File: config.mk
export PLATFORM = sky130hd
export DESIGN_NAME = ccsce_card_flat
export DESIGN_NICKNAME = d
export VERILOG_FILES = /design/src/rtl/ccsce_pkg.sv /design/src/rtl/ccsce_if.sv /design/src/rtl/ccsce_card.sv /design/src/flat_wrapper.sv
export VERILOG_INCLUDE_DIRS = /design/src /design/src/rtl
export SDC_FILE = /design/constraint.sdc
export NUM_CORES = 1
export LEC_CHECK = 0
export BUFFER_PORTS_ARGS = -buffer_cell sky130_fd_sc_hd__buf_2
export CORE_AREA = 3 3 262 264
export CTS_CLUSTER_SIZE = 28
export DETAILED_ROUTE_END_ITERATION = 7
export DIE_AREA = 0 0 265 267
export GPL_ROUTABILITY_DRIVEN = 0
export PLACE_DENSITY = 0.5
export SLEW_MARGIN = 20
export SYNTH_ARGS = -nofsm -noshare
export SYNTH_HDL_FRONTEND = slang
export SYNTH_SLANG_ARGS = --single-unit
File: constraint.sdc
create_clock -name pclk -period 3.4 [get_ports pclk]
set_clock_uncertainty 0.1 [all_clocks]
set_input_delay 0.17 -clock pclk [delete_from_list [all_inputs] [get_ports pclk]]
set_output_delay 0.17 -clock pclk [all_outputs]
set_load 0.02 [all_outputs]
File: src/rtl/ccsce_defs.svh
`ifndef CCSCE_DEFS_SVH
`define CCSCE_DEFS_SVH
`define CCSCE_CLA_APP 8'hA0
`define CCSCE_INS_SELECT 8'hA4
`define CCSCE_INS_STATUS 8'hF2
`define CCSCE_INS_READ_BIN 8'hB0
`define CCSCE_INS_UPD_BIN 8'hD6
`define CCSCE_INS_READ_REC 8'hB2
`define CCSCE_INS_UPD_REC 8'hDC
`define CCSCE_INS_SEEK 8'hA2
`define CCSCE_INS_INCREASE 8'h32
`define CCSCE_INS_VERIFY 8'h20
`define CCSCE_INS_CHANGE 8'h24
`define CCSCE_INS_DISABLE 8'h26
`define CCSCE_INS_ENABLE 8'h28
`define CCSCE_INS_UNBLOCK 8'h2C
`define CCSCE_INS_INVALIDATE 8'h04
`define CCSCE_INS_REHAB 8'h44
`define CCSCE_INS_RUN_AUTH 8'h88
`define CCSCE_INS_SLEEP 8'hFA
`define CCSCE_INS_GET_RESP 8'hC0
`define CCSCE_P3_CODE 8'h08
`define CCSCE_P3_CODE_PAIR 8'h10
`define CCSCE_P3_AUTH 8'h10
`define CCSCE_P3_NONE 8'h00
`define CCSCE_P2_FIRST 8'h01
`define CCSCE_P2_SECOND 8'h02
`define CCSCE_P2_UNBLK_FIRST 8'h00
`define CCSCE_P2_UNBLK_SECOND 8'h02
`define CCSCE_CODE_TRIES 4'h3
`define CCSCE_UNBLK_TRIES 4'hA
`define CCSCE_AUTH_RESP_LEN 8'h0C
`define CCSCE_SW_OK 16'h9000
`define CCSCE_SW1_PENDING 8'h9F
`define CCSCE_SW_BAD_CLASS 16'h6E00
`define CCSCE_SW_BAD_INS 16'h6D00
`define CCSCE_SW_BAD_LEN 16'h6700
`define CCSCE_SW_BAD_P12 16'h6B00
`define CCSCE_SW_NO_ACCESS 16'h9804
`define CCSCE_SW_STATE 16'h9808
`define CCSCE_SW_BLOCKED 16'h9840
`define CCSCE_SW_INVALID 16'h9810
`define CCSCE_SW_NO_FILE 16'h9400
`define CCSCE_ADDR_CMD 12'h000
`define CCSCE_ADDR_DATA_LO 12'h004
`define CCSCE_ADDR_DATA_HI 12'h008
`define CCSCE_ADDR_CTRL 12'h00C
`define CCSCE_ADDR_STATUS 12'h010
`define CCSCE_ADDR_SW 12'h014
`define CCSCE_ADDR_RESP_LO 12'h018
`define CCSCE_ADDR_RESP_HI 12'h01C
`define CCSCE_ADDR_RESP_W2 12'h020
`endif

File: src/rtl/ccsce_pkg.sv
package ccsce_pkg;
  typedef struct packed {
    logic [7:0] cla;
    logic [7:0] ins;
    logic [7:0] p1;
    logic [7:0] p2;
    logic [7:0] p3;
  } ccsce_hdr_type;
  typedef logic [127:0] ccsce_data_type;
  typedef logic [95:0] ccsce_resp_type;
endpackage

File: src/rtl/ccsce_if.sv
`timescale 1ns/100ps
interface ccsce_if;
  import ccsce_pkg::*;
  logic cmd_valid;
  logic cmd_ready;
  ccsce_hdr_type hdr;
  ccsce_data_type cmd_data;
  logic rsp_valid;
  logic [15:0] sw;
  ccsce_resp_type rsp_data;
  logic [7:0] rsp_len;
  modport card (input cmd_valid, hdr, cmd_data, output cmd_ready, rsp_valid, sw, rsp_data,
    rsp_len);
  modport handset (output cmd_valid, hdr, cmd_data, input cmd_ready, rsp_valid, sw, rsp_data,
    rsp_len);
endinterface

File: src/rtl/ccsce_card.sv
`timescale 1ns/100ps
`include "ccsce_defs.svh"
// Summary of operation
// - disable only first code, not disabled/blocked
// - good disable: counter to 3, disabled
// - bad code decrements; zero tries blocks code
// - enable mirrors disable, refused if enabled/blocked
// - unblock accepted whether or not blocked
// - good unblock stores code, reloads, enables
// - bad unblock decrements key, code untouched
// - invalidate needs access, sets file flag
// - invalidated file rejects only binary/record access, seek, increase and invalidate
// - rehabilitate needs access, clears file flag
// - auth needs app directory and first code verified or disabled
// - handset never sends obsolete sleep
// - header five bytes, status two, class A0
// - P3 zero is 256 out, none in; get response refuses P3 zero with 6700
// - FF is valid parameter byte value
// - pending reply answers 9F with length
// - success reports status 9000
// - foreign class changes no state
// - binary offset is P1 high, P2 low
// - reserved instruction codes never decoded
// - fixed instruction codes and lengths
// - code command lengths and code numbers
// - verify reloads or decrements try counter
module ccsce_card
(
  // clock and reset
  input wire logic pclk,
  input wire logic presetn,
  // link to handset
  ccsce_if.card link,
  // file and application context
  input wire logic app_dir_current,
  input wire logic file_selected,
  input wire logic file_access_ok,
  input wire logic [63:0] first_code_init,
  input wire logic [63:0] second_code_init,
  input wire logic [63:0] unblock_key_first,
  input wire logic [63:0] unblock_key_second,
  input wire ccsce_pkg::ccsce_resp_type auth_result,
  // status seen by the card core
  output logic first_code_enabled,
  output logic first_code_verified,
  output logic file_invalidated,
  output logic [15:0] binary_offset
);
  import ccsce_pkg::*;
  logic [63:0] code_ff [2];
  logic [3:0] tries_ff [2], unblk_tries_ff [2];
  logic [1:0] verified_ff;
  logic code1_disabled_ff, loaded_ff, inval_ff, rsp_valid_ff;
  logic [7:0] pend_len_ff, rsp_len_ff;
  logic [15:0] sw_ff, offset_ff;
  ccsce_resp_type rsp_data_ff;
  ccsce_hdr_type h;
  logic idx, code_ok, unblk_ok, blocked;
  logic [15:0] nxt_sw;
  logic [1:0] do_code;
  logic do_unblock, do_able, do_file, do_auth, do_getresp, do_binary;
  assign h = link.hdr;
  assign link.cmd_ready = 1'b1;
  assign idx = (h.ins == `CCSCE_INS_UNBLOCK) ? (h.p2 == `CCSCE_P2_UNBLK_SECOND)
    : (h.p2 == `CCSCE_P2_SECOND);
  assign code_ok = (link.cmd_data[127:64] == code_ff[idx]);
  assign unblk_ok = (link.cmd_data[127:64] == (idx ? unblock_key_second : unblock_key_first));
  assign blocked = (tries_ff[idx] == 4'h0);
  // decode, checks, status word
  always_comb
  begin
    nxt_sw = `CCSCE_SW_OK;
    do_code = 2'b00;
    do_unblock = 1'b0;
    do_able = 1'b0;
    do_file = 1'b0;
    do_auth = 1'b0;
    do_getresp = 1'b0;
    do_binary = 1'b0;
    if (h.cla != `CCSCE_CLA_APP)
      nxt_sw = `CCSCE_SW_BAD_CLASS;
    else
    begin
      case (h.ins)
        `CCSCE_INS_VERIFY, `CCSCE_INS_CHANGE:
        begin
          if (h.p3 != `CCSCE_P3_CODE && !(h.ins == `CCSCE_INS_CHANGE
              && h.p3 == `CCSCE_P3_CODE_PAIR))
            nxt_sw = `CCSCE_SW_BAD_LEN;
          else if (h.p2 != `CCSCE_P2_FIRST && h.p2 != `CCSCE_P2_SECOND)
            nxt_sw = `CCSCE_SW_BAD_P12;
          else if (!idx && code1_disabled_ff)
            nxt_sw = `CCSCE_SW_STATE;
          else if (blocked)
            nxt_sw = `CCSCE_SW_BLOCKED;
          else
          begin
            do_code[idx] = 1'b1;
            nxt_sw = code_ok ? `CCSCE_SW_OK : `CCSCE_SW_NO_ACCESS;
          end
        end
        `CCSCE_INS_DISABLE, `CCSCE_INS_ENABLE:
        begin
          if (h.p3 != `CCSCE_P3_CODE)
            nxt_sw = `CCSCE_SW_BAD_LEN;
          else if (h.p2 != `CCSCE_P2_FIRST)
            nxt_sw = `CCSCE_SW_BAD_P12;
          else if (tries_ff[0] == 4'h0)
            nxt_sw = `CCSCE_SW_BLOCKED;
          else if ((h.ins == `CCSCE_INS_DISABLE) == code1_disabled_ff)
            nxt_sw = `CCSCE_SW_STATE;
          else
          begin
            do_able = 1'b1;
            nxt_sw = code_ok ? `CCSCE_SW_OK : `CCSCE_SW_NO_ACCESS;
          end
        end
        `CCSCE_INS_UNBLOCK:
        begin
          if (h.p3 != `CCSCE_P3_CODE_PAIR)
            nxt_sw = `CCSCE_SW_BAD_LEN;
          else if (h.p2 != `CCSCE_P2_UNBLK_FIRST && h.p2 != `CCSCE_P2_UNBLK_SECOND)
            nxt_sw = `CCSCE_SW_BAD_P12;
          else if (unblk_tries_ff[idx] == 4'h0)
            nxt_sw = `CCSCE_SW_BLOCKED;
          else
          begin
            do_unblock = 1'b1;
            nxt_sw = unblk_ok ? `CCSCE_SW_OK : `CCSCE_SW_NO_ACCESS;
          end
        end
        `CCSCE_INS_INVALIDATE, `CCSCE_INS_REHAB:
        begin
          if (h.p3 != `CCSCE_P3_NONE)
            nxt_sw = `CCSCE_SW_BAD_LEN;
          else if (!file_selected)
            nxt_sw = `CCSCE_SW_NO_FILE;
          else if (!file_access_ok)
            nxt_sw = `CCSCE_SW_NO_ACCESS;
          else if (inval_ff && h.ins == `CCSCE_INS_INVALIDATE)
            nxt_sw = `CCSCE_SW_INVALID;
          else
            do_file = 1'b1;
        end
        `CCSCE_INS_RUN_AUTH:
        begin
          if (h.p3 != `CCSCE_P3_AUTH)
            nxt_sw = `CCSCE_SW_BAD_LEN;
          else if (!app_dir_current || !(code1_disabled_ff || verified_ff[0]))
            nxt_sw = `CCSCE_SW_NO_ACCESS;
          else
          begin
            do_auth = 1'b1;
            nxt_sw = {`CCSCE_SW1_PENDING, `CCSCE_AUTH_RESP_LEN};
          end
        end
        `CCSCE_INS_GET_RESP:
        begin
          if (pend_len_ff == 8'h00 || h.p3 == 8'h00 || h.p3 > pend_len_ff)
            nxt_sw = `CCSCE_SW_BAD_LEN;
          else
            do_getresp = 1'b1;
        end
        `CCSCE_INS_READ_BIN, `CCSCE_INS_UPD_BIN, `CCSCE_INS_READ_REC,
        `CCSCE_INS_UPD_REC, `CCSCE_INS_SEEK, `CCSCE_INS_INCREASE:
        begin
          if (inval_ff)
            nxt_sw = `CCSCE_SW_INVALID;
          else
            do_binary = (h.ins == `CCSCE_INS_READ_BIN || h.ins == `CCSCE_INS_UPD_BIN);
        end
        `CCSCE_INS_SELECT, `CCSCE_INS_STATUS:
          nxt_sw = `CCSCE_SW_OK;
        default:
          nxt_sw = `CCSCE_SW_BAD_INS;
      endcase
    end
  end
  // code values and try counters
  always_ff @(posedge pclk or negedge presetn)
  begin
    if (!presetn)
    begin
      loaded_ff <= 1'b0;
      code_ff[0] <= 64'h0;
      code_ff[1] <= 64'h0;
      tries_ff[0] <= `CCSCE_CODE_TRIES;
      tries_ff[1] <= `CCSCE_CODE_TRIES;
      unblk_tries_ff[0] <= `CCSCE_UNBLK_TRIES;
      unblk_tries_ff[1] <= `CCSCE_UNBLK_TRIES;
      code1_disabled_ff <= 1'b0;
      verified_ff <= 2'b00;
    end
    else if (!loaded_ff)
    begin
      loaded_ff <= 1'b1;
      code_ff[0] <= first_code_init;
      code_ff[1] <= second_code_init;
    end
    else if (link.cmd_valid)
    begin
      for (int i = 0; i < 2; i++)
      begin
        if (do_code[i])
        begin
          tries_ff[i] <= code_ok ? `CCSCE_CODE_TRIES : tries_ff[i] - 4'h1;
          verified_ff[i] <= code_ok;
          if (code_ok && h.ins == `CCSCE_INS_CHANGE)
            code_ff[i] <= link.cmd_data[63:0];
        end
      end
      if (do_able)
      begin
        tries_ff[0] <= code_ok ? `CCSCE_CODE_TRIES : tries_ff[0] - 4'h1;
        if (code_ok)
          code1_disabled_ff <= (h.ins == `CCSCE_INS_DISABLE);
      end
      if (do_unblock)
      begin
        if (unblk_ok)
        begin
          code_ff[idx] <= link.cmd_data[63:0];
          unblk_tries_ff[idx] <= `CCSCE_UNBLK_TRIES;
          tries_ff[idx] <= `CCSCE_CODE_TRIES;
          verified_ff[idx] <= 1'b1;
          if (!idx)
            code1_disabled_ff <= 1'b0;
        end
        else
          unblk_tries_ff[idx] <= unblk_tries_ff[idx] - 4'h1;
      end
    end
  end
  // reply, deferred data and file status
  always_ff @(posedge pclk or negedge presetn)
  begin
    if (!presetn)
    begin
      rsp_valid_ff <= 1'b0;
      sw_ff <= 16'h0000;
      rsp_data_ff <= '0;
      rsp_len_ff <= 8'h00;
      pend_len_ff <= 8'h00;
      inval_ff <= 1'b0;
      offset_ff <= 16'h0000;
    end
    else
    begin
      rsp_valid_ff <= link.cmd_valid;
      if (link.cmd_valid)
      begin
        sw_ff <= nxt_sw;
        rsp_len_ff <= do_getresp ? h.p3 : 8'h00;
        if (do_auth)
          rsp_data_ff <= auth_result;
        if (do_auth || (h.cla == `CCSCE_CLA_APP && !do_getresp))
          pend_len_ff <= do_auth ? `CCSCE_AUTH_RESP_LEN : 8'h00;
        if (do_file)
          inval_ff <= (h.ins == `CCSCE_INS_INVALIDATE);
        if (do_binary)
          offset_ff <= {h.p1, h.p2};
      end
    end
  end
  assign link.rsp_valid = rsp_valid_ff;
  assign link.sw = sw_ff;
  assign link.rsp_data = rsp_data_ff;
  assign link.rsp_len = rsp_len_ff;
  assign first_code_enabled = !code1_disabled_ff;
  assign first_code_verified = verified_ff[0];
  assign file_invalidated = inval_ff;
  assign binary_offset = offset_ff;
endmodule

File: src/flat_wrapper.sv
// flat-port wrapper written by rule: the top's interface ports become plain ports
module ccsce_card_flat import ccsce_pkg::*;
  (pclk, presetn, app_dir_current, file_selected, file_access_ok, first_code_init, second_code_init, unblock_key_first, unblock_key_second, auth_result, first_code_enabled, first_code_verified, file_invalidated, binary_offset, link_cmd_valid, link_hdr, link_cmd_data, link_cmd_ready, link_rsp_valid, link_sw, link_rsp_data, link_rsp_len);
  ccsce_if link_i ();
  input wire logic pclk;
  input wire logic presetn;
  input wire logic app_dir_current;
  input wire logic file_selected;
  input wire logic file_access_ok;
  input wire logic [63:0] first_code_init;
  input wire logic [63:0] second_code_init;
  input wire logic [63:0] unblock_key_first;
  input wire logic [63:0] unblock_key_second;
  input wire ccsce_pkg::ccsce_resp_type auth_result;
  output logic first_code_enabled;
  output logic first_code_verified;
  output logic file_invalidated;
  output logic [15:0] binary_offset;
  input wire logic [$bits(link_i.cmd_valid)-1:0] link_cmd_valid;
  input wire logic [$bits(link_i.hdr)-1:0] link_hdr;
  input wire logic [$bits(link_i.cmd_data)-1:0] link_cmd_data;
  output wire logic [$bits(link_i.cmd_ready)-1:0] link_cmd_ready;
  output wire logic [$bits(link_i.rsp_valid)-1:0] link_rsp_valid;
  output wire logic [$bits(link_i.sw)-1:0] link_sw;
  output wire logic [$bits(link_i.rsp_data)-1:0] link_rsp_data;
  output wire logic [$bits(link_i.rsp_len)-1:0] link_rsp_len;
  assign link_i.cmd_valid = link_cmd_valid;
  assign link_i.hdr = link_hdr;
  assign link_i.cmd_data = link_cmd_data;
  assign link_cmd_ready = link_i.cmd_ready;
  assign link_rsp_valid = link_i.rsp_valid;
  assign link_sw = link_i.sw;
  assign link_rsp_data = link_i.rsp_data;
  assign link_rsp_len = link_i.rsp_len;
  ccsce_card u_core (.pclk(pclk), .presetn(presetn), .link(link_i), .app_dir_current(app_dir_current), .file_selected(file_selected), .file_access_ok(file_access_ok), .first_code_init(first_code_init), .second_code_init(second_code_init), .unblock_key_first(unblock_key_first), .unblock_key_second(unblock_key_second), .auth_result(auth_result), .first_code_enabled(first_code_enabled), .first_code_verified(first_code_verified), .file_invalidated(file_invalidated), .binary_offset(binary_offset));
endmodule
==> flow_summary.json, run 1 <==
{
  "hold_viol_final": 0,
  "synth-edff-count": 0,
  "drtIter0Drc": 2139,
  "holdWs_ns": 0.0488,
  "tns_ns": 0,
  "grt-ovfl-total": 0,
  "min_delay_path_depth": 4,
  "finish.net_count": 3414,
  "syn_inst": 1833,
  "grt_pass1_vias": 20600,
  "maxCapViolations": 0,
  "r2r-start": "u_core.code_ff[44]",
  "crit_path_top_delay_cell": "a2111oi_4",
  "htree_levels": 2,
  "route.top_layer_used": "met5",
  "ys_async_sr_fraction_pct": 100,
  "ys_ff_latch": 280,
  "rsz0062_at_grt": "yes",
  "end_kind": "flip-flop",
  "power_density_nw_per_um2": 354,
  "drtAntennaViolNets": 0,
  "synth_area_per_cell_um2": 9.44,
  "cts_buffers": 36,
  "hp-class": "in -> reg",
  "ios": 667,
  "netlist_area_um2": 17300,
  "hpwl_mm": 79.3,
  "worstHoldEndpoint": "u_core.binary_offset[0]",
  "fin_crit_sh_pct": 99.6,
  "worst_r2r_endpoint": "u_core.code_ff[88]",
  "crit_path_max_fanout": 8,
  "drt-met1-wl_mm": 40.1,
  "first_pass_iters": 8,
  "status": "finished clean",
  "syn_to_final_growth_pct": 56.7,
  "num_rows": 95,
  "relSlewSlack_pct": 35.0,
  "slew_viol_final": 0,
  "drive_gt1_share_pct": 37.5,
  "drc": 0,
  "ys_seq_area_share_pct": 40.6,
  "cp.required_ns": 3.77,
  "period_needed_ns": 3.39,
  "rrSetupSlack_ns": 0.01,
  "dieArea_um2": 70800,
  "fmax_mhz": 295,
  "cp.arrival_ns": 3.75,
  "routed_wl_mm": 103,
  "crit_path_max_incr_delay_ns": 0.53,
  "dp.cells": 3391,
  "grt_max_degree": 129,
  "core_um2": 66800,
  "met2_length_mm": 45.6,
  "cpMostUsedCell": "buf_12",
  "routedWlPerCell_um": 27.1,
  "die_y_um": 267,
  "synth_warnings": 0,
  "cts-root-buf": "clkbuf_16",
  "clk-insertion-delay-late_ns": 0.55,
  "grt_pass1_wl_mm": 142,
  "tightest_slew_ns": 0.974,
  "viasPerCell": 5.39,
  "worstSetupPathType": "reg -> reg",
  "vdd_ir_drop_max_mv": 0.317,
  "fin_cells": 3790,
  "antenna_found_initial": 34,
  "crit_chain": "nor2b_1, a2111oi_0, nand4_1, or3_1, a2111oi_4, nand2_4, o22ai_4, buf_12, buf_12, buf_8, a31oi_1, a21oi_1",
  "ys.flop_type": "dfrtp_1",
  "vias": 20400,
  "cts_buffer_depth": 3,
  "start_util_pct": 25.9,
  "grt.total_usage_pct": 27.3,
  "cts_tree": "built",
  "final-setup-viol-count": 0,
  "ff2ff_path_depth": 12,
  "hp-start": "link_hdr[8]",
  "met3_length_mm": 11.6,
  "cts.sinks": 280,
  "die_w_um": 265,
  "synth_cell_types": 85,
  "startpoint_type": "flip-flop",
  "leakagePower_uw": 0.0127,
  "clkTransAtPathRegs_ns": 0.06,
  "portBuffers": 661
}
-- layout make-up --
class                      instances  area (µm²)
timing repair buffer            1129        8100
clock inverter                    10         143
fill                            6630       39700
inverter                          91         343
tap                              873        1090
multi-input combinational       1343        9340
sequential                       280        7020
clock buffer                      52        1030
antenna                           12        30.0
-- cells in the mapped netlist, drive strengths merged, types with 21 or more instances --
cell type  number  share of area, %
inv            91               2.0
mux2          120               7.8
clkbuf         57               1.3
dfrtp         272                39
xnor2          75               3.8
a21o           21              0.91
xor2           25               1.3
o21ai          97               2.8
nor4           38               1.6
nor2          157               3.5
nand2          47               1.0
a31oi         130               4.7
buf            59               2.7
a21bo          46               2.7
nand3          25              0.75
nand4          35               1.3
nand2b         76               2.7
a21oi         148               4.3
o22ai          40               1.6
nor2b          48               1.7
-- power breakdown --
group | internal [µW] | switching (µW) | leakage (µW) | total [µW]
clock | 2340 | 1580 | 0.000571 | 3930
sequential | 3470 | 173 | 0.00348 | 3650
combinational | 936 | 1080 | 0.00866 | 2010
-- per-layer routing --
metal / track usage (%) / up-vias
met1: 34.0 / 9919
met5: 0 / -
met3: 9.59 / 288
met4: 12.5 / 16
li1: - / 8843
met2: 42.6 / 1347
-- layout by cell type (no fill, tap or decap), types with 24 or more instances in the layout --
cell / n
buf_2: 659
dlygate4sd3_1: 312
dfrtp_1: 271
nor2_1: 155
a21oi_1: 143
a31oi_1: 122
buf_4: 122
mux2_2: 120
o21ai_0: 90
inv_1: 89
nand2b_1: 76
xnor2_1: 73
nor2b_1: 48
clkbuf_16: 47
nand2_1: 46
a21bo_2: 46
o22ai_1: 38
nand4_1: 33
nor4_1: 32
xor2_1: 25
nand3_1: 24
-- worst max path at each step --
stage                     depth (start not counted)                        to          startpoint  slack (ns)
after floorplan                                  15         u_core.code_ff[4]         link_hdr[8]        0.20
after global placement                           13  u_core.code1_disabled_ff        link_hdr[15]       -0.17
after detailed placement                         14        u_core.code_ff[54]        link_hdr[15]       -0.18
after CTS                                        15        u_core.code_ff[69]  u_core.code_ff[33]        0.05
after global routing                             14        u_core.code_ff[83]  u_core.code_ff[27]       -0.11
final                                            12        u_core.code_ff[88]  u_core.code_ff[44]        0.01
-- registers in the layout (all words and copies together), names as in the netlist --
register / cells
u_core.loaded_ff: 1
u_core.unblk_tries_ff: 8
u_core.file_invalidated: 1
u_core.verified_ff: 1
u_core.binary_offset: 16
u_core.code_ff: 128
u_core.tries_ff: 8
u_core.code1_disabled_ff: 1
u_core.link.sw: 10
u_core.link.rsp_valid: 1
u_core.link.rsp_data: 96
u_core.link.rsp_len: 8
u_core.pend_len_ff: 1
-- cell families (layout without fill, tap and decap cells) --
| kind of cell | count (synthesis) | after routing | synth area share, % |
|---|---|---|---|
| flops | 280 | 280 | 40.6 |
| xor+xnor | 100 | 100 | 5.06 |
| mux | 133 | 133 | 8.56 |
| simple gates | 488 | 488 | 15.3 |
| compound gates | 609 | 609 | 23.6 |
| other cells | 2 | 18 | 0.0434 |
| fa+ha+maj | 7 | 7 | 0.506 |
| buf+inv | 214 | 1282 | 6.34 |
-- through the flow --
step | util (%) | instance area [µm²] | worst slack, ns | total power (µW)
5_1_grt | 40.6 | 27100 | -0.113 | 9910
3_3_place_gp | 33.4 | 22300 | -0.166 | 5330
4_1_cts | 39.9 | 26600 | 0.0525 | 9560
3_5_place_dp | 33.4 | 22300 | -0.178 | 5340
6_report | 40.6 | 27100 | 0.0127 | 9580
2_1_floorplan | - | 17300 | 0.203 | 4320
-- timing repair --
item | CTS | global route
hold buffers | 312 | 0
endpoints found under the setup margin | 134 | 127
buffers inserted | 0 | 3
pin swaps | 3 | 60
hold endpoints to repair | 317 | 0
cloned | 0 | 10
gates resized for setup | 2 | 34
-- worst max-delay path, delay by kind of cell (launching register included) --
family,cells,cell delay [ns]
compound gates,5,1.46
buf+inv,3,0.45
flops,1,0.43
simple gates,4,0.85
(Power assumes the default switching activity.)
==> run 2: changes to the inputs <==
--- a/config.mk
+++ b/config.mk
@@ -7,12 +7,14 @@
 export NUM_CORES = 1
 export LEC_CHECK = 0
 export BUFFER_PORTS_ARGS = -buffer_cell sky130_fd_sc_hd__buf_2
-export CORE_AREA = 3 3 262 264
+export CELL_PAD_IN_SITES_DETAIL_PLACEMENT = 0
+export CELL_PAD_IN_SITES_GLOBAL_PLACEMENT = 1
+export CORE_AREA = 3 3 255 257
 export CTS_CLUSTER_SIZE = 28
 export DETAILED_ROUTE_END_ITERATION = 7
-export DIE_AREA = 0 0 265 267
+export DIE_AREA = 0 0 258 260
 export GPL_ROUTABILITY_DRIVEN = 0
-export PLACE_DENSITY = 0.5
+export PLACE_DENSITY = 0.66
 export SLEW_MARGIN = 20
 export SYNTH_ARGS = -nofsm -noshare
 export SYNTH_HDL_FRONTEND = slang
==> run 2 against run 1 <==
Effect of this change: the flow now finishes with violations (setup timing); register-to-register slack better by 0.11 ns; critical path depth rose by 3; combinational power is essentially flat; sequential power about the same; count of clock-buffer cells in the layout is 7 lower; wire length is 2.7% lower; hold slack got worse by 0.0043 ns; first-iteration DRC count grew 16%; critical endpoint is now u_core.code_ff[113]; largest cell class unchanged; highest routed layer unchanged.
==> flow_summary.json, run 2 (same netlist as run 1, synthesis figures left out) <==
{
  "period_needed_ns": 3.40,
  "dieArea_um2": 67100,
  "fmax_mhz": 294,
  "start_util_pct": 27.5,
  "drive_gt1_share_pct": 36.3,
  "rrSetupSlack_ns": 0.12,
  "leakagePower_uw": 0.0124,
  "die_w_um": 258,
  "cp.arrival_ns": 3.77,
  "htree_levels": 2,
  "hold_viol_final": 0,
  "cts_tree": "built",
  "power_density_nw_per_um2": 358,
  "num_rows": 92,
  "r2r-start": "u_core.code_ff[97]",
  "drc": 0,
  "worst_r2r_endpoint": "u_core.code_ff[113]",
  "portBuffers": 661,
  "relSlewSlack_pct": 22.2,
  "fin_crit_sh_pct": 100,
  "hp-start": "link_hdr[30]",
  "vias": 20000,
  "tightest_slew_ns": 1.17,
  "core_um2": 63000,
  "cts-root-buf": "clkbuf_16",
  "end_kind": "flip-flop",
  "cts.sinks": 280,
  "placed_area_um2": 22000,
  "routed_wl_mm": 99.9,
  "drtAntennaViolNets": 0,
  "grt_pass1_vias": 20400,
  "grt-ovfl-total": 0,
  "routedWlPerCell_um": 26.8,
  "cts_buffers": 35,
  "vdd_ir_drop_max_mv": 0.337,
  "cp.required_ns": 3.76,
  "tns_ns": -0.00177,
  "grt_max_degree": 129,
  "ios": 667,
  "maxCapViolations": 0,
  "clk-insertion-delay-late_ns": 0.57,
  "grt.total_usage_pct": 28.4,
  "finalInstanceArea_um2": 26400,
  "largest_register_ffs": 128,
  "final_util_pct": 41.9,
  "finish.net_count": 3372,
  "ff2ff_path_depth": 11,
  "total_power_uw": 9440,
  "cts_buffer_depth": 3,
  "slew_viol_final": 0,
  "worstHoldEndpoint": "u_core.link.sw[4]",
  "final_common_cell": "buf_2",
  "worstSetupPathType": "in -> reg",
  "min_delay_path_depth": 4,
  "die_y_um": 260,
  "viasPerCell": 5.38,
  "grt_pass1_wl_mm": 140,
  "startpoint_type": "primary input",
  "first_pass_iters": 6,
  "hp-class": "in -> reg",
  "crit_path_max_fanout": 24,
  "regMostFlops": "u_core.code_ff",
  "clkTransAtPathRegs_ns": 0.06,
  "holdWs_ns": 0.0445,
  "final-setup-viol-count": 1,
  "violations": "setup timing",
  "hpwl_mm": 79.2,
  "status": "finished, violations left",
  "rsz0062_at_grt": "yes",
  "antenna_found_initial": 19,
  "final_cell_mix": "659 x buf_2, 314 x dlygate4sd3_1, 271 x dfrtp_1, 156 x nor2_1, 148 x a21oi_1",
  "setup_ws_ns": -0.00177,
  "drtIter0Drc": 2481,
  "syn_to_final_growth_pct": 52.6
}
run 2: cell count changes in the layout (fill, tap and decap cells not counted), moves of 3 or more:
cell	before	now
a2111oi_0	6	3
a21oi_1	143	148
a21oi_2	5	0
a31oi_1	122	130
a31oi_2	7	0
buf_12	18	14
buf_16	3	0
buf_4	122	99
clkbuf_16	47	35
clkbuf_8	5	2
clkinv_2	3	7
diode_2	12	16
o21ai_0	90	96
o21ai_1	7	1
run 2: cell type report:
cell class,instances,area [µm²]
Inverter,91,343
Tap cell,846,1060
Clock inverter,15,196
Antenna cell,16,40.0
Timing Repair Buffer,1088,7490
Sequential cell,280,7020
Multi-Input combinational cell,1343,9310
Clock buffer,45,933
Fill cell,6280,36600
run 2: how the worst max path moves through the flow:
stage | start | end | slack [ns]
floorplan | link_hdr[8] | u_core.code_ff[4] | 0.20
global placement | link_hdr[15] | u_core.code_ff[69] | -0.23
detailed placement | link_hdr[15] | u_core.code_ff[75] | -0.26
CTS | u_core.code_ff[34] | u_core.code_ff[98] | 0.006
global route | link_hdr[12] | u_core.code_ff[103] | -0.04
finish | link_hdr[12] | u_core.code_ff[113] | -0.002
run 2: critical path: stages:
cell and delay, ns:
buf_2 0.10, dlygate4sd3_1 0.55, buf_4 0.17, nor4b_4 0.33, nand2_2 0.14, buf_4 0.20, nor4_1 0.40, o21ai_1 0.19
a2111oi_4 0.42, nand2_2 0.18, o22ai_4 0.21, buf_12 0.20, buf_12 0.18, a31oi_1 0.09, a21oi_1 0.19
run 2: per-layer routing:
layer / up-vias / routed length [µm] / GRT usage (%)
li1: 8761 / - / -
met5: - / 69 / 0
met1: 9807 / 39900 / 36.0
met3: 246 / 11600 / 11.2
met4: 6 / 4370 / 12.0
met2: 1221 / 44000 / 43.0
run 2: repair_timing:
action	in CTS	in global routing
pin swaps	0	9
setup buffers	0	0
hold buffers	314	0
setup endpoints to repair	63	137
gates cloned	0	0
resized for setup	2	16
hold endpoints to repair	334	0
run 2: metrics by stage:
stage	std cells	setup slack, ns
after floorplan	1837	0.203
after global placement	3334	-0.228
after detailed placement	3334	-0.264
after CTS	3708	0.00568
after global routing	3716	-0.0388
final	3724	-0.00177
run 2: where the power goes:
part | leakage, µW | internal, µW | total, µW | switching (µW)
clock | 0.000549 | 2190 | 3800 | 1610
sequential | 0.00348 | 3470 | 3650 | 178
combinational | 0.00833 | 916 | 1990 | 1080
==> run 3: changes to the inputs <==
--- a/config.mk
+++ b/config.mk
@@ -9,12 +9,12 @@
 export BUFFER_PORTS_ARGS = -buffer_cell sky130_fd_sc_hd__buf_2
 export CELL_PAD_IN_SITES_DETAIL_PLACEMENT = 0
 export CELL_PAD_IN_SITES_GLOBAL_PLACEMENT = 1
-export CORE_AREA = 3 3 255 257
+export CORE_AREA = 3 3 260 262
 export CTS_CLUSTER_SIZE = 28
 export DETAILED_ROUTE_END_ITERATION = 7
-export DIE_AREA = 0 0 258 260
+export DIE_AREA = 0 0 263 265
 export GPL_ROUTABILITY_DRIVEN = 0
-export PLACE_DENSITY = 0.66
+export PLACE_DENSITY = 0.64
 export SLEW_MARGIN = 20
 export SYNTH_ARGS = -nofsm -noshare
 export SYNTH_HDL_FRONTEND = slang
==> constraint.sdc (replaced) <==
create_clock -name pclk -period 4.3 [get_ports pclk]
set_clock_uncertainty 0.1 [all_clocks]
set_input_delay 0.215 -clock pclk [delete_from_list [all_inputs] [get_ports pclk]]
set_output_delay 0.215 -clock pclk [all_outputs]
set_load 0.02 [all_outputs]
==> run 3 against run 2 <==
Effect of this change: the run now ends clean; non-clock buffer count shrank 24; register-to-register slack about the same; via count barely moved; first-iteration DRC count down 23%; power decreased by 19%.
==> flow_summary.json, run 3 (same netlist as run 1, synthesis figures left out) <==
{
  "end_kind": "flip-flop",
  "r2r-start": "u_core.code_ff[48]",
  "drc": 0,
  "drtIter0Drc": 1902,
  "largest_register_ffs": 128,
  "crit_path_top_delay_cell": "dlygate4sd3_1",
  "slew_viol_final": 0,
  "status": "finished clean",
  "multi_input_area_um2": 9230,
  "final_util_pct": 40.0,
  "tns_ns": 0,
  "relSlewSlack_pct": 26.7,
  "cts.sinks": 280,
  "crit_path_max_fanout": 84,
  "num_rows": 94,
  "ios": 667,
  "startpoint": "u_core.code_ff[48]",
  "final_cell_mix": "659 x buf_2, 375 x dlygate4sd3_1, 271 x dfrtp_1, 156 x nor2_1, 148 x a21oi_1",
  "dieArea_um2": 69700,
  "nFillCells": 6686,
  "finish.net_count": 3348,
  "cts_tree": "built",
  "routedWlPerCell_um": 26.3,
  "htree_levels": 2,
  "grt.total_usage_pct": 26.7,
  "start_util_pct": 26.4,
  "die_w_um": 263,
  "hold_viol_final": 0,
  "core_um2": 65600,
  "hpwl_mm": 76.0,
  "hp-class": "in -> reg",
  "rsz0062_at_grt": "no",
  "crit_chain": "nor2b_1, a2111oi_0, nand4_1, or3_1, a2111oi_4, nand2_2, o22ai_4, buf_12, a31oi_1, a21oi_1, dlygate4sd3_1",
  "worstSetupPathType": "reg -> reg",
  "vias": 20000,
  "vdd_ir_drop_max_mv": 0.233,
  "viasPerCell": 5.40,
  "routed_wl_mm": 97.6,
  "grt-ovfl-total": 0,
  "startpoint_type": "flip-flop",
  "portBuffers": 661,
  "hp-start": "link_cmd_data[63]",
  "cp.arrival_ns": 4.56,
  "crit_path_max_incr_delay_ns": 0.56,
  "period_needed_ns": 4.19,
  "dp.cells": 3267,
  "regMostFlops": "u_core.code_ff",
  "grt_pass1_vias": 20500,
  "first_pass_iters": 6,
  "seqCellArea_um2": 7020,
  "grt_pass1_wl_mm": 139,
  "power_density_nw_per_um2": 290,
  "leakagePower_uw": 0.0121,
  "clkTransAtPathRegs_ns": 0.06,
  "final-setup-viol-count": 0,
  "syn_to_final_growth_pct": 51.8,
  "final_common_cell": "buf_2",
  "cts_buffers": 35,
  "drive_gt1_share_pct": 33.4,
  "cts-root-buf": "clkbuf_16",
  "drtAntennaViolNets": 0,
  "antenna_found_initial": 25,
  "fin_cells": 3711,
  "cts_buffer_depth": 3,
  "grt_max_degree": 98,
  "clk-insertion-delay-late_ns": 0.55,
  "maxCapViolations": 0,
  "fmax_mhz": 238,
  "cts_setup_buffers": 0,
  "tightest_slew_ns": 1.10,
  "die_y_um": 265,
  "cp.required_ns": 4.66,
  "fin_crit_sh_pct": 97.5
}
## run 3: area by class of cell
cell class	count	share of cell area, %
clock inverters	11	0.648
inverters	91	1.31
flip-flops and latches	280	26.7
multi-input cells	1343	35.2
repair buffers	1064	28.1
clock buffers	48	3.87
diodes	10	0.0953
well taps	864	4.12
## run 3: through the flow
stage          hold slack (ns)  total power (µW)  instance area [µm²]  worst slack (ns)
2_1_floorplan           -0.181              3410                17300              1.06
3_3_place_gp             0.178              4130                21300             0.251
3_5_place_dp             0.199              4140                21300             0.117
4_1_cts                 0.0102              7630                26200            0.0834
5_1_grt                 0.0619              7870                26200            0.0182
6_report                0.0278              7610                26300             0.107
## run 3: critical path: cells and delay by family (launching register included)
family	cells	cell delay, ns
flip-flops	1	0.55
AO/OA/AOI/OAI	5	1.62
AND/OR/NAND/NOR	4	0.85
buffers and inverters	2	0.91
## run 3: final timing paths
kind / end / slack, ns / cells after the start
min in group asynchronous: u_core.code_ff[100] / 0.16 / 2
worst min register to register: u_core.link.sw[8] / 0.38 / 1
max in group asynchronous: u_core.link.rsp_data[43] / 2.81 / 3
worst max-delay path: u_core.code_ff[101] / 0.11 / 11
worst min-delay path: u_core.code_ff[127] / 0.03 / 3
worst max register to register: u_core.code_ff[101] / 0.11 / 11
## run 3: power by group
group,internal (µW),total (µW),switching (µW)
combinational,771,1580,804
clock,1890,3130,1230
sequential,2740,2910,161
total,5410,7610,2200
## run 3: layer usage
metal / GRT usage [%] / share of wire [%] / vias to the layer above
met3: 6.40 / 9.2 / 228
met1: 35.5 / 41 / 9951
li1: - / - / 8706
met5: 0 / 0.062 / -
met4: 9.79 / 3.9 / 8
met2: 42.3 / 45 / 1131
## run 3: repair_timing
| item | 4_1_cts | 5_1_grt |
|---|---|---|
| hold endpoints to repair | 334 | 0 |
| resized for setup | 0 | 3 |
| setup endpoints to repair | 0 | 88 |
| hold buffers | 375 | 0 |
